<file path="config.mk">
export PLATFORM = sky130hd
export DESIGN_NAME = pis_ctrl
export DESIGN_NICKNAME = d
export VERILOG_FILES = /design/src/include/pis_pkg.sv /design/src/rtl/pis_ctrl.sv /design/src/rtl/pis_tick.sv /design/src/rtl/pis_div.sv
export SDC_FILE = /design/constraint.sdc
export NUM_CORES = 2
export LEC_CHECK = 0
export ABC_AREA = 0
export BUFFER_PORTS_ARGS = -buffer_cell sky130_fd_sc_hd__buf_4
export CAP_MARGIN = 30
export CORE_MARGIN = 2
export CORE_UTILIZATION = 40
export CTS_CLUSTER_DIAMETER = 50
export DETAILED_ROUTE_END_ITERATION = 6
export GPL_ROUTABILITY_DRIVEN = 0
export SKIP_CTS_REPAIR_TIMING = 1
export SLEW_MARGIN = 20
export SYNTH_ARGS = -nofsm -noshare
export SYNTH_HDL_FRONTEND = slang
export SYNTH_HIERARCHICAL = 1
export SYNTH_SLANG_ARGS = --single-unit
export TNS_END_PERCENT = 100
</file>
<file path="constraint.sdc">
create_clock -name i_clk -period 22.2 [get_ports i_clk]
set_input_delay 1.11 -clock i_clk [delete_from_list [all_inputs] [get_ports i_clk]]
set_output_delay 1.11 -clock i_clk [all_outputs]
set_load 0.005 [all_outputs]
</file>
<file path="src/include/pis_pkg.sv">
package pis_pkg;
  // Operation
  // - Proportional gain 0.0 to 30.0, default 1.0
  // - Integral time 0.0 to 30.0 s, default 1.0
  // - Modes 0,2 direct; modes 1,3 inverse action
  // - Modes 2,3: output 100% on standby wake
  // - Setpoint select: 0 digital, 1 analog input 1
  // - Digital setpoint 0 to 100.0%, default 0.0
  // - Feedback 0 analog input 2, 1 input 1
  // - Feedback 2: motor current percent of rated
  // - Feedback 3: bus 0-1000 V to 0-100%
  // - Feedback 4: input 1 minus 2, floor zero
  // - Feedback 5: larger of both analog inputs
  // - Standby after timed minimum speed; zero disables
  // - Standby disables motor output, shows indication
  // - PI mode standby wake at error level

  //////////////////////////////////////////////////////////////////////////////
  // Timing
  localparam int CLK_PERIOD_NS      = 10;
  localparam int TICK_TIME_US       = 1000;
  localparam int TICK_CYCLES        = TICK_TIME_US * 1000 / CLK_PERIOD_NS;
  localparam int STBY_LSB_MS        = 100;
  localparam int TICKS_PER_STBY_LSB = STBY_LSB_MS * 1000 / TICK_TIME_US;
  localparam int ITIME_LSB_MS       = 100;
  localparam int GAIN_DIV           = 10;
  localparam int ITIME_DEN_SCALE    =
    GAIN_DIV * ITIME_LSB_MS * 1000 / TICK_TIME_US;
  localparam int CUR_SCALE          = 1000;
  localparam int INT_FRAC           = 8;

  //////////////////////////////////////////////////////////////////////////////
  // Limits and reset values (percent in 0.1 % steps)
  localparam logic [9:0]  PCT_MAX    = 10'h3E8;
  localparam logic [8:0]  GAIN_MAX   = 9'h12C;
  localparam logic [8:0]  GAIN_RST   = 9'h00A;
  localparam logic [8:0]  ITIME_MAX  = 9'h12C;
  localparam logic [8:0]  ITIME_RST  = 9'h00A;
  localparam logic [9:0]  DSP_RST    = 10'h000;
  localparam logic [7:0]  STBY_MAX   = 8'hFA;
  localparam logic [7:0]  STBY_RST   = 8'h00;
  localparam logic [9:0]  WAKE_RST   = 10'h032;
  localparam logic [9:0]  MINSPD_RST = 10'h000;
  localparam logic [15:0] RATED_RST  = 16'h0064;
  localparam logic signed [20:0] INT_FULL = 21'sh3E800;
  localparam logic [3:0]  CSRC_PI_A  = 4'h5;
  localparam logic [3:0]  CSRC_PI_B  = 4'h6;
  localparam int          CTRL_W     = 11;

  //////////////////////////////////////////////////////////////////////////////
  // Register offsets
  localparam logic [7:0] OFS_CTRL   = 8'h00;
  localparam logic [7:0] OFS_GAIN   = 8'h04;
  localparam logic [7:0] OFS_ITIME  = 8'h08;
  localparam logic [7:0] OFS_DSP    = 8'h0C;
  localparam logic [7:0] OFS_STBY   = 8'h10;
  localparam logic [7:0] OFS_WAKE   = 8'h14;
  localparam logic [7:0] OFS_RATED  = 8'h18;
  localparam logic [7:0] OFS_MINSPD = 8'h1C;
  localparam logic [7:0] OFS_STATUS = 8'h20;
  localparam logic [7:0] OFS_FB     = 8'h24;
  localparam logic [7:0] OFS_ERR    = 8'h28;
  localparam logic [7:0] OFS_AIN1   = 8'h2C;
  localparam logic [7:0] OFS_AIN2   = 8'h30;

  //////////////////////////////////////////////////////////////////////////////
  // Types
  typedef enum logic [2:0] {
    FB_AIN2, FB_AIN1, FB_CUR, FB_VBUS, FB_DIFF, FB_MAX
  } pis_fb_t;

  typedef struct packed {
    logic       run;
    logic [3:0] ctrl_src;
    pis_fb_t    fb_sel;
    logic       sp_sel;
    logic [1:0] mode;
  } pis_ctrl_t;

  typedef struct packed {
    logic [9:0]  ain1;
    logic [9:0]  ain2;
    logic [15:0] cur;
    logic [10:0] vbus;
  } pis_meas_t;
endpackage : pis_pkg

</file>
<file path="src/rtl/pis_ctrl.sv">
`timescale 1ns/1ps
module pis_ctrl #(
  parameter int          TICK_CYCLES = pis_pkg::TICK_CYCLES,
  parameter logic [15:0] RATED_RST   = pis_pkg::RATED_RST
) (
  // Clock and reset
  input  wire logic               i_clk,
  input  wire logic               i_reset,
  // AHB-Lite slave
  input  wire logic               i_hsel,
  input  wire logic [7:0]         i_haddr,
  input  wire logic [1:0]         i_htrans,
  input  wire logic               i_hwrite,
  input  wire logic [2:0]         i_hsize,
  input  wire logic [31:0]        i_hwdata,
  input  wire logic               i_hready,
  output logic [31:0]             o_hrdata,
  output logic                    o_hreadyout,
  output logic                    o_hresp,
  // Process measurements
  input  wire pis_pkg::pis_meas_t i_meas,
  // Motor stage and display
  output logic [9:0]              o_demand,
  output logic                    o_motor_en,
  output logic                    o_standby_disp
);
  typedef enum logic [1:0] {S_IDLE, S_FB, S_INT} pis_state_t;

  pis_state_t             state;
  pis_pkg::pis_ctrl_t     ctrl;
  pis_pkg::pis_ctrl_t     next_ctrl;
  logic [8:0]             gain;
  logic [8:0]             itime;
  logic [9:0]             dsp;
  logic [7:0]             stby_time;
  logic [9:0]             wake;
  logic [15:0]            rated;
  logic [9:0]             minspd;
  logic                   wr_pend;
  logic [7:0]             wr_addr;
  logic [31:0]            rd;
  logic [31:0]            w_gain;
  logic [31:0]            w_itime;
  logic [31:0]            w_dsp;
  logic [31:0]            w_stby;
  logic [31:0]            w_wake;
  logic [31:0]            w_min;
  logic                   tick;
  logic                   cur_start;
  logic                   cur_done;
  logic [31:0]            cur_num;
  logic [31:0]            cur_den;
  logic [31:0]            cur_q;
  logic                   int_start;
  logic                   int_done;
  logic [31:0]            int_num;
  logic [31:0]            int_den;
  logic [31:0]            int_q;
  logic [31:0]            fb_raw;
  logic [31:0]            fb_lim;
  logic [9:0]             next_fb;
  logic [9:0]             fb;
  logic [9:0]             sp;
  logic signed [11:0]     next_err;
  logic signed [11:0]     err;
  logic signed [21:0]     ge;
  logic [21:0]            ge_mag;
  logic signed [21:0]     pterm;
  logic signed [21:0]     inc;
  logic signed [21:0]     u_raw;
  logic signed [21:0]     isum;
  logic signed [20:0]     integ;
  logic signed [20:0]     next_integ;
  logic                   hold;
  logic                   step;
  logic                   pi_mode;
  logic                   wake_now;
  logic                   at_min;
  logic                   standby;
  logic [15:0]            stby_cnt;
  logic [15:0]            stby_lim;

  function automatic logic [31:0] lim(input logic [31:0] v,
                                      input logic [31:0] mx);
    return (v > mx) ? mx : v;
  endfunction : lim

  function automatic logic [9:0] clamp(input logic signed [21:0] v,
                                       input logic [9:0] lo);
    if (v < $signed({12'h000, lo})) begin
      return lo;
    end else if (v > $signed({12'h000, pis_pkg::PCT_MAX})) begin
      return pis_pkg::PCT_MAX;
    end else begin
      return v[9:0];
    end
  endfunction : clamp

  //////////////////////////////////////////////////////////////////////////////
  // AHB-Lite slave, zero wait states
  assign o_hreadyout = 1'b1;
  assign o_hresp     = 1'b0;

  always_ff @(posedge i_clk or posedge i_reset) begin
    if (i_reset) begin
      wr_pend <= 1'b0;
      wr_addr <= 8'h00;
    end else begin
      wr_pend <= i_hsel & i_hready & i_htrans[1] & i_hwrite;
      wr_addr <= i_haddr;
    end
  end

  // Writes saturate at each setting's upper limit, except rated current, which takes the full 16 bits
  assign w_gain  = lim(32'(i_hwdata[8:0]), 32'(pis_pkg::GAIN_MAX));
  assign w_itime = lim(32'(i_hwdata[8:0]), 32'(pis_pkg::ITIME_MAX));
  assign w_dsp   = lim(32'(i_hwdata[9:0]), 32'(pis_pkg::PCT_MAX));
  assign w_stby  = lim(32'(i_hwdata[7:0]), 32'(pis_pkg::STBY_MAX));
  assign w_wake  = lim(32'(i_hwdata[9:0]), 32'(pis_pkg::PCT_MAX));
  assign w_min   = lim(32'(i_hwdata[9:0]), 32'(pis_pkg::PCT_MAX));

  always_comb begin
    next_ctrl = pis_pkg::pis_ctrl_t'(i_hwdata[pis_pkg::CTRL_W-1:0]);
    if (next_ctrl.fb_sel > pis_pkg::FB_MAX) begin
      next_ctrl.fb_sel = pis_pkg::FB_MAX;
    end
  end

  always_ff @(posedge i_clk or posedge i_reset) begin
    if (i_reset) begin
      ctrl      <= '0;
      gain      <= pis_pkg::GAIN_RST;
      itime     <= pis_pkg::ITIME_RST;
      dsp       <= pis_pkg::DSP_RST;
      stby_time <= pis_pkg::STBY_RST;
      wake      <= pis_pkg::WAKE_RST;
      rated     <= RATED_RST;
      minspd    <= pis_pkg::MINSPD_RST;
    end else if (wr_pend) begin
      case (wr_addr)
        pis_pkg::OFS_CTRL:   ctrl      <= next_ctrl;
        pis_pkg::OFS_GAIN:   gain      <= w_gain[8:0];
        pis_pkg::OFS_ITIME:  itime     <= w_itime[8:0];
        pis_pkg::OFS_DSP:    dsp       <= w_dsp[9:0];
        pis_pkg::OFS_STBY:   stby_time <= w_stby[7:0];
        pis_pkg::OFS_WAKE:   wake      <= w_wake[9:0];
        pis_pkg::OFS_RATED:  rated     <= i_hwdata[15:0];
        pis_pkg::OFS_MINSPD: minspd    <= w_min[9:0];
        default: ;
      endcase
    end
  end

  always_comb begin
    case (i_haddr)
      pis_pkg::OFS_CTRL:   rd = 32'(ctrl);
      pis_pkg::OFS_GAIN:   rd = 32'(gain);
      pis_pkg::OFS_ITIME:  rd = 32'(itime);
      pis_pkg::OFS_DSP:    rd = 32'(dsp);
      pis_pkg::OFS_STBY:   rd = 32'(stby_time);
      pis_pkg::OFS_WAKE:   rd = 32'(wake);
      pis_pkg::OFS_RATED:  rd = 32'(rated);
      pis_pkg::OFS_MINSPD: rd = 32'(minspd);
      pis_pkg::OFS_STATUS:
        rd = 32'({o_motor_en, standby, 6'h00, o_demand});
      pis_pkg::OFS_FB:     rd = 32'(fb);
      pis_pkg::OFS_ERR:    rd = {{20{err[11]}}, err};
      pis_pkg::OFS_AIN1:   rd = 32'(i_meas.ain1);
      pis_pkg::OFS_AIN2:   rd = 32'(i_meas.ain2);
      default:             rd = 32'h00000000;
    endcase
  end

  always_ff @(posedge i_clk or posedge i_reset) begin
    if (i_reset) begin
      o_hrdata <= 32'h00000000;
    end else if (i_hsel & i_hready & i_htrans[1] & ~i_hwrite) begin
      o_hrdata <= rd;
    end else begin
      o_hrdata <= 32'h00000000;
    end
  end

  //////////////////////////////////////////////////////////////////////////////
  // Sample tick and dividers
  pis_tick #(.N(TICK_CYCLES)) u_tick (
    .i_clk   (i_clk),
    .i_reset (i_reset),
    .o_tick  (tick)
  );

  assign cur_start = (state == S_IDLE) & tick;
  assign cur_num   = 32'(32'(i_meas.cur) * pis_pkg::CUR_SCALE);
  assign cur_den   = (rated == 16'h0000) ? 32'h00000001 : 32'(rated);

  pis_div #(.W(32)) u_cur_div (
    .i_clk   (i_clk),
    .i_reset (i_reset),
    .i_start (cur_start),
    .i_num   (cur_num),
    .i_den   (cur_den),
    .o_done  (cur_done),
    .o_quot  (cur_q)
  );

  assign int_start = (state == S_FB) & cur_done;
  assign ge        = 22'($signed({1'b0, gain}) * next_err);
  assign ge_mag    = ge[21] ? 22'(-ge) : ge;
  assign int_num   = 32'(ge_mag) << pis_pkg::INT_FRAC;
  assign int_den   = (itime == 9'h000) ? 32'h00000001 :
                     32'(32'(itime) * pis_pkg::ITIME_DEN_SCALE);

  pis_div #(.W(32)) u_int_div (
    .i_clk   (i_clk),
    .i_reset (i_reset),
    .i_start (int_start),
    .i_num   (int_num),
    .i_den   (int_den),
    .o_done  (int_done),
    .o_quot  (int_q)
  );

  //////////////////////////////////////////////////////////////////////////////
  // Setpoint, feedback and error
  assign sp = ctrl.sp_sel ? i_meas.ain1 : dsp;

  always_comb begin
    unique case (ctrl.fb_sel)
      pis_pkg::FB_AIN2: fb_raw = 32'(i_meas.ain2);
      pis_pkg::FB_AIN1: fb_raw = 32'(i_meas.ain1);
      pis_pkg::FB_CUR:  fb_raw = cur_q;
      pis_pkg::FB_VBUS: fb_raw = 32'(i_meas.vbus);
      pis_pkg::FB_DIFF: fb_raw = (i_meas.ain1 > i_meas.ain2) ?
                          32'(i_meas.ain1 - i_meas.ain2) : 32'h0;
      pis_pkg::FB_MAX:  fb_raw = (i_meas.ain1 > i_meas.ain2) ?
                          32'(i_meas.ain1) : 32'(i_meas.ain2);
      default:          fb_raw = 32'(i_meas.ain2);
    endcase
  end

  assign fb_lim   = lim(fb_raw, 32'(pis_pkg::PCT_MAX));
  assign next_fb  = fb_lim[9:0];
  assign next_err = ctrl.mode[0] ?
                    $signed({2'b00, next_fb}) - $signed({2'b00, sp}) :
                    $signed({2'b00, sp}) - $signed({2'b00, next_fb});

  always_ff @(posedge i_clk or posedge i_reset) begin
    if (i_reset) begin
      state <= S_IDLE;
      fb    <= 10'h000;
      err   <= 12'sh000;
    end else begin
      unique case (state)
        S_IDLE: if (tick) state <= S_FB;
        S_FB: if (cur_done) begin
          fb    <= next_fb;
          err   <= next_err;
          state <= S_INT;
        end
        S_INT: if (int_done) state <= S_IDLE;
      endcase
    end
  end

  //////////////////////////////////////////////////////////////////////////////
  // PI regulator
  assign step  = (state == S_INT) & int_done;
  assign pterm = 22'($signed({1'b0, gain}) * err / pis_pkg::GAIN_DIV);
  assign inc   = (itime == 9'h000) ? 22'sh0 :
                 err[11] ? 22'(-$signed(22'(int_q))) : $signed(22'(int_q));
  assign u_raw = pterm + 22'(integ >>> pis_pkg::INT_FRAC);
  assign hold  = (u_raw > $signed({12'h000, pis_pkg::PCT_MAX}) && inc > 0) ||
                 (u_raw < $signed({12'h000, minspd}) && inc < 0);
  assign isum  = 22'(integ) + inc;

  always_comb begin
    if (hold) begin
      next_integ = integ;
    end else if (isum > 22'(pis_pkg::INT_FULL)) begin
      next_integ = pis_pkg::INT_FULL;
    end else if (isum < -22'(pis_pkg::INT_FULL)) begin
      next_integ = -pis_pkg::INT_FULL;
    end else begin
      next_integ = isum[20:0];
    end
  end

  always_ff @(posedge i_clk or posedge i_reset) begin
    if (i_reset) begin
      integ    <= 21'sh0;
      o_demand <= 10'h000;
    end else if (!ctrl.run) begin
      integ    <= 21'sh0;
      o_demand <= 10'h000;
    end else if (step) begin
      if (wake_now && ctrl.mode[1]) begin
        integ    <= pis_pkg::INT_FULL;
        o_demand <= pis_pkg::PCT_MAX;
      end else if ((standby && !wake_now) || (!standby && at_min &&
                   stby_cnt + 16'h0001 >= stby_lim)) begin
        o_demand <= 10'h000;
      end else begin
        integ    <= next_integ;
        o_demand <= clamp(u_raw, minspd);
      end
    end
  end

  //////////////////////////////////////////////////////////////////////////////
  // Standby
  assign pi_mode  = (ctrl.ctrl_src == pis_pkg::CSRC_PI_A) ||
                    (ctrl.ctrl_src == pis_pkg::CSRC_PI_B);
  assign wake_now = standby && (pi_mode ?
                    (err >= $signed({2'b00, wake})) : (err > 0));
  assign stby_lim = 16'(32'(stby_time) * pis_pkg::TICKS_PER_STBY_LSB);
  assign at_min   = (stby_time != 8'h00) && (o_demand <= minspd);

  always_ff @(posedge i_clk or posedge i_reset) begin
    if (i_reset) begin
      standby  <= 1'b0;
      stby_cnt <= 16'h0000;
    end else if (!ctrl.run) begin
      standby  <= 1'b0;
      stby_cnt <= 16'h0000;
    end else if (step) begin
      if (standby) begin
        if (wake_now) standby <= 1'b0;
        stby_cnt <= 16'h0000;
      end else if (at_min) begin
        if (stby_cnt + 16'h0001 >= stby_lim) begin
          standby  <= 1'b1;
          stby_cnt <= 16'h0000;
        end else begin
          stby_cnt <= stby_cnt + 16'h0001;
        end
      end else begin
        stby_cnt <= 16'h0000;
      end
    end
  end

  assign o_motor_en     = ctrl.run & ~standby;
  assign o_standby_disp = standby;
endmodule : pis_ctrl

</file>
<file path="src/rtl/pis_tick.sv">
`timescale 1ns/1ps
module pis_tick #(
  parameter int N = 100000
) (
  // Clock and reset
  input  wire logic i_clk,
  input  wire logic i_reset,
  // Enable pulse
  output logic      o_tick
);
  localparam int CW = $clog2(N);
  logic [CW-1:0] cnt;

  always_ff @(posedge i_clk or posedge i_reset) begin
    if (i_reset) begin
      cnt    <= '0;
      o_tick <= 1'b0;
    end else if (cnt == CW'(N - 1)) begin
      cnt    <= '0;
      o_tick <= 1'b1;
    end else begin
      cnt    <= cnt + 1'b1;
      o_tick <= 1'b0;
    end
  end
endmodule : pis_tick

</file>
<file path="src/rtl/pis_div.sv">
`timescale 1ns/1ps
module pis_div #(
  parameter int W = 32
) (
  // Clock and reset
  input  wire logic         i_clk,
  input  wire logic         i_reset,
  // Request
  input  wire logic         i_start,
  input  wire logic [W-1:0] i_num,
  input  wire logic [W-1:0] i_den,
  // Result
  output logic              o_done,
  output logic [W-1:0]      o_quot
);
  localparam int CW = $clog2(W + 1);
  logic [W-1:0]  rem;
  logic [W-1:0]  den;
  logic [CW-1:0] cnt;
  logic          busy;
  logic [W:0]    sh;
  logic [W:0]    df;

  always_comb begin
    sh = {rem, o_quot[W-1]};
    df = sh - {1'b0, den};
  end

  // Restoring divide, one quotient bit per cycle
  always_ff @(posedge i_clk or posedge i_reset) begin
    if (i_reset) begin
      rem    <= '0;
      den    <= '0;
      cnt    <= '0;
      busy   <= 1'b0;
      o_done <= 1'b0;
      o_quot <= '0;
    end else begin
      o_done <= 1'b0;
      if (i_start) begin
        rem    <= '0;
        den    <= i_den;
        o_quot <= i_num;
        cnt    <= CW'(W);
        busy   <= 1'b1;
      end else if (busy) begin
        if (!df[W]) begin
          rem    <= df[W-1:0];
          o_quot <= {o_quot[W-2:0], 1'b1};
        end else begin
          rem    <= sh[W-1:0];
          o_quot <= {o_quot[W-2:0], 1'b0};
        end
        cnt <= cnt - 1'b1;
        if (cnt == CW'(1)) begin
          busy   <= 1'b0;
          o_done <= 1'b1;
        end
      end
    end
  end
endmodule : pis_div

</file>
Yosys cells after proc, flatten, opt, wreduce, memory -nomap -nowiden. Index checks and enable logic that the tools add are counted.

Flip-flop bits (word level): 422. Bits of input ports: 97. Logic and storage cells: 226.

Add/subtract/negate cells: 13. Multiply operators: 5. Divide/modulo/power cells: 1. $lt $le $gt $ge: 16. Equality and inequality tests: 37. Mux-type cells: 76. Bitwise gates (word level): 10. Reductions and logical operators: 32.

Operators with widths (number): case mux 32 bit (13 select lines) (1); two-way mux 32 bit (12); case mux 32 bit (5 select lines) (1); two-way mux 21 bit (7); two-way mux 10 bit (10); two-way mux 16 bit (6); two-way mux 22 bit (3); subtractor 33 x 32 -> 33 bit (2); equality test 8 x 5 -> 1 bit (second input constant) (8); multiplier 10 x 12 -> 22 bit (2); negation 22 bit (2); equality test 8 x 6 -> 1 bit (second input constant) (5); subtractor 10 x 10 -> 11 bit (3); divider 32 x 5 -> 32 bit (second input constant) (1); equality test 8 x 4 -> 1 bit (second input constant) (4); greater-than comparator 32 x 10 -> 1 bit (second input constant) (1); two-way mux 6 bit (4); multiplier 16 x 7 -> 23 bit (second input constant) (1); adder 21 x 22 -> 22 bit (1); adder 22 x 13 -> 22 bit (1); greater-than comparator 22 x 1 -> 1 bit (second input constant) (1); greater-than comparator 22 x 11 -> 1 bit (second input constant) (1); greater-than comparator 22 x 19 -> 1 bit (second input constant) (1); less-than comparator 22 x 1 -> 1 bit (second input constant) (1); other kinds (50) (111).

Logic depth before layout (Yosys ltp).
Depth after elaboration: 12. Mapped depth: 84. Depth with buffers taken out: 73.

Hierarchy. The synthesis kept the hierarchy.

By module, submodules not included: pis_ctrl (times used 1, cells an instance 3475, area an instance 30115.1 um^2); pis_div at u_cur_div (times used 1, cells an instance 759, area an instance 6632.6 um^2); pis_div at u_int_div (times used 1, cells an instance 753, area an instance 6562.5 um^2); pis_tick (times used 1, cells an instance 76, area an instance 850.8 um^2).

Worst setup path before layout. No wires, ideal clock.

Kind: register -> register. Start point: register err[10]. End point: register integ[0]. Library setup time: 0.122 ns. Arrival time: 17.822 ns. Data required time: 22.078 ns. Path slack: 4.256 ns. Stages on the path, launching flop included: 83. Buffers on the path: 9. Cell sequence: dfrtp_1 > clkbuf_1 > clkbuf_1 > clkbuf_1 > nand2_1 > inv_1 > fa_1 > inv_1 > fa_1 > inv_1 > fa_1 > fa_1 > inv_1 > fa_1 > inv_1 > ha_1 > buf_2 > a21oi_1 > [... 47 more ...] > o21a_1 > nor2_1 > nor2_1 > o21a_1 > o21a_1 > o21a_1 > o21a_1 > nor2_1 > xnor2_1 > or3_1 > clkbuf_1 > a31oi_1 > a31o_2 > nor3_1 > mux2_4 > or3_4 > buf_6 > a32o_1.

Cells in the longest elaborated chain, start to end: 8.

RTL lines: start, declared (line pis_ctrl.sv:65) `logic signed [11:0] err;`; start signal, assigned (line pis_ctrl.sv:257) `err <= next_err;`; multiplier 10 x 12 -> 22 bit, or another cell as far along (line pis_ctrl.sv:268) `assign pterm = 22'($signed({1'b0, gain}) * err / pis_pkg::GAIN_DIV);`; divider 32 x 5 -> 32 bit or two-way mux 1 bit (tied branches) (line pis_ctrl.sv:268, pis_ctrl.sv:313); adder 22 x 13 -> 22 bit or logical AND 1 bit (tied branches) (line pis_ctrl.sv:271, pis_ctrl.sv:313); greater-than comparator 22 x 11 -> 1 bit, or another cell as far along (line pis_ctrl.sv:272) `assign hold = (u_raw > $signed({12'h000, pis_pkg::PCT_MAX}) && inc > 0) ||`; logical AND 1 bit (on tied branches) (line pis_ctrl.sv:272, pis_ctrl.sv:273, pis_ctrl.sv:299); logical OR 1 bit (on tied branches) (line pis_ctrl.sv:272, pis_ctrl.sv:299); inequality test 3 x 2 -> 1 bit (no source line) or inequality test 3 bit (tied branches); AND reduction 3 bit (no source line); end signal, assigned (line pis_ctrl.sv:297) `integ <= pis_pkg::INT_FULL;`; end signal, assigned (line pis_ctrl.sv:303) `integ <= next_integ;`; end, declared (line pis_ctrl.sv:72) `logic signed [20:0] integ;`.

Several ways; a longest one is shown, not always the timed one. The select of a mux whose other input is x is not followed. A chain may end at the register's enable or synchronous reset.

Worst setup path after layout.
Start point: register gain[2]. End point: register integ[4].

Cells in the longest elaborated chain, start to end: 8.

RTL lines: start, declared (line pis_ctrl.sv:32) `logic [8:0] gain;`; start signal, assigned (line pis_ctrl.sv:132) `gain <= pis_pkg::GAIN_RST;`; start signal, assigned (line pis_ctrl.sv:142) `pis_pkg::OFS_GAIN: gain <= w_gain[8:0];`; multiplier 10 x 12 -> 22 bit (*) (line pis_ctrl.sv:268); divider 32 x 5 -> 32 bit (*) (line pis_ctrl.sv:268); adder 22 x 13 -> 22 bit (*) (line pis_ctrl.sv:271) `assign u_raw = pterm + 22'(integ >>> pis_pkg::INT_FRAC);`; greater-than comparator 22 x 11 -> 1 bit or less-than comparator 22 x 11 -> 1 bit (tied branches) (line pis_ctrl.sv:272, pis_ctrl.sv:273); logical AND 1 bit (on tied branches) (line pis_ctrl.sv:272, pis_ctrl.sv:273); logical OR 1 bit (*) (line pis_ctrl.sv:272); inequality test 3 x 2 -> 1 bit (no source line) (*); AND reduction 3 bit (no source line) (*).

Mark *: on every way between the ends. The rest lies on a longest branch, timed or not.

==> results.cfg <==
[layout]
syn_to_final_growth_pct = 9.82
nNetsFinal = 5902
final_core_util_pct = 44.4
drive_gt1_share_pct = 9.15
fin_area_sq_mm = 0.0485

[timing]
period_share_pct = 90.3
fin_crit_ns = 20.06
slew_viol_final = 0
setup_viol = 0
rsz0062_at_grt = false
max-slew-margin-rel_pct = 30.0
tns_ns = 0
whs_ns = 0.485
fmax_mhz = 49.9
hold_violations = 0
worst-slew-pin-transition_ns = 1.05
skew_ns = 0.0393

[critical_path]
worstPathMaxFanout = 16
cp_slowest_cell = dfrtp_1
worstSetupPathType = register to register
critPathRequiredTime_ns = 22.72
ff2ff_path_depth = 73
arrival_ns = 20.57
critPathLaunchType = register
cpPeakStageDelay_ns = 0.81
reg2reg_to = integ[4]
cpMostUsedCell = o21a_1
end_kind = register
r2r_slack_ns = 2.14
endpoint = integ[4]
r2r_start = gain[2]
startpoint = gain[2]

[synth]
synthArstFlopShare_pct = 100
synth_seq_cells = 408
yosysMostFrequentCell = inv_1
ys_seq_area_share_pct = 23.1
syn_inst = 5063
yosys-top-cells-count = inv_1, nand2_1, ha_1
yosysTopAreaCell = dfrtp_1
synth.distinct_cells = 128
yosysTopAreaCellShare_pct = 22.6
synth_area_leaders = dfrtp_1, fa_1, ha_1, inv_1, nand2_1
synth_enable_flop_cells = 0
yosysWarnings = 6
syn_area_sq_mm = 0.0442
ys.flop_type = dfrtp_1
synth_area_per_cell_sq_um = 8.72

[placed_design]
io_buffers = 120
dpl.hpwl_um = 90400
placed_area_sq_mm = 0.0465

[detailed_routing]
initialDrtViolationCount = 2643
ant_nets = 0
drt-total-wl_um = 119000
route.detailed.drc = 0
num_vias = 36257
wl_per_cell_um = 17.9
vias_per_cell = 5.46
drtPass1Iterations = 7

[global_routing]
grt_pass1_wl_um = 194000
first_global_vias = 36020
antenna_found_initial = 10
overflow = 0
grt_use_total_pct = 21.1
grt_max_degree = 127

[floorplanning]
dieArea_sq_mm = 0.113
die_w_um = 336
start_util_pct = 40.5
row_count = 121
ios = 143
core_sq_mm = 0.109
die_y_um = 336

[power_and_ir_drop]
p_leak_nw = 22.2
powerDensity_mw_per_mm2 = 175
total_power_mw = 8.47
vdd_ir_drop_max_mv = 0.295

[outcome]
status = complete, no violations

[clock_network]
htreeDepth = 2
clk_latency_ns = 0.64
cts-root-buf = clkbuf_16
cts_tree = built
clock-sinks = 408
numCtsBuffers = 52
clkTransAtPathRegs_ns = 0.07
clockBufferDepth = 3

[hold_path]
holdCritPathClass = register to register

[flow_run]
maxCapViolations = 0
==> cells by family after synthesis <==
logic type	count (synthesis)	share of synthesized area, %
simple gates	1459	16.4
compound gates	1259	19.1
buf+inv	759	6.74
fa+ha+maj	691	24.2
flops	408	23.1
xor+xnor	319	6.43
mux	166	4.01
other cells	2	0.0170
==> how the worst min path moves through the flow <==
stage | startpoint | depth (start not counted) | slack [ns] | end
after floorplan | fb[3] | 2 | 0.45 | fb[3]
after global placement | fb[2] | 2 | 0.47 | fb[2]
after detailed placement | fb[2] | 2 | 0.48 | fb[2]
after CTS | fb[2] | 2 | 0.49 | fb[2]
after global routing | u_tick/cnt[0] | 1 | 0.52 | u_tick/cnt[0]
final | fb[2] | 2 | 0.49 | fb[2]
==> critical path, delay by kind of cell, from the launching register on <==
kind / cells / cell delay [ns]
simple gates: 19 / 3.93
fa+ha+maj: 9 / 3.97
xor+xnor: 4 / 1.42
buf+inv: 6 / 0.57
mux: 3 / 1.21
flops: 1 / 0.81
compound gates: 32 / 7.93
==> cells in the final DEF, fill, tap and decap left out, drive strengths merged, types with 89 or more instances in the layout <==
master / instances
a21oi: 269
and2: 116
buf: 182
dfrtp: 398
fa: 270
ha: 419
inv: 532
mux2i: 89
nand2: 494
nand3: 109
nor2: 290
o21ai: 366
xnor2: 193
xor2: 126
==> through the flow <==
| stage | setup slack, ns | cells |
|---|---|---|
| after floorplan | 4.26 | 5113 |
| after global placement | 2.41 | 6522 |
| after detailed placement | 2.23 | 6527 |
| after CTS | 2.16 | 6624 |
| after global routing | 0.707 | 6636 |
| final | 2.14 | 6638 |
==> final cells by class <==
class	instances	area [sq um]
Timing Repair Buffer	185	1430
Antenna cell	3	7.51
Tap cell	1476	1850
Clock buffer	69	1500
Fill cell	10788	60700
Clock inverter	28	333
Inverter	523	1980
Multi-Input combinational cell	3946	31200
Sequential cell	408	10200
==> layer usage <==
layer | GRT usage [%] | up-vias | routed length [um]
li1 | - | 17667 | -
met1 | 28.6 | 17580 | 54500
met2 | 34.7 | 817 | 54700
met3 | 3.02 | 183 | 6250
met4 | 6.19 | 10 | 3060
met5 | 0 | - | 78
==> state kept, by name (all words and copies together) (netlist names), 11 cells and up <==
register / count
u_cur_div/o_quot: 32
stby_cnt: 16
ctrl: 11
u_int_div/den: 32
integ: 21
u_tick/cnt: 17
err: 11
rated: 16
u_int_div/rem: 32
u_int_div/o_quot: 32
u_cur_div/rem: 32
u_cur_div/den: 32
o_hrdata: 19
==> report_power, final <==
group | switching (mW) | total, mW | internal, mW
clock | 0.369 | 0.906 | 0.538
sequential | 0.0104 | 0.759 | 0.749
combinational | 3.99 | 6.80 | 2.82
total | 4.36 | 8.47 | 4.10
No activity file was read; power rests on OpenSTA's default activity.
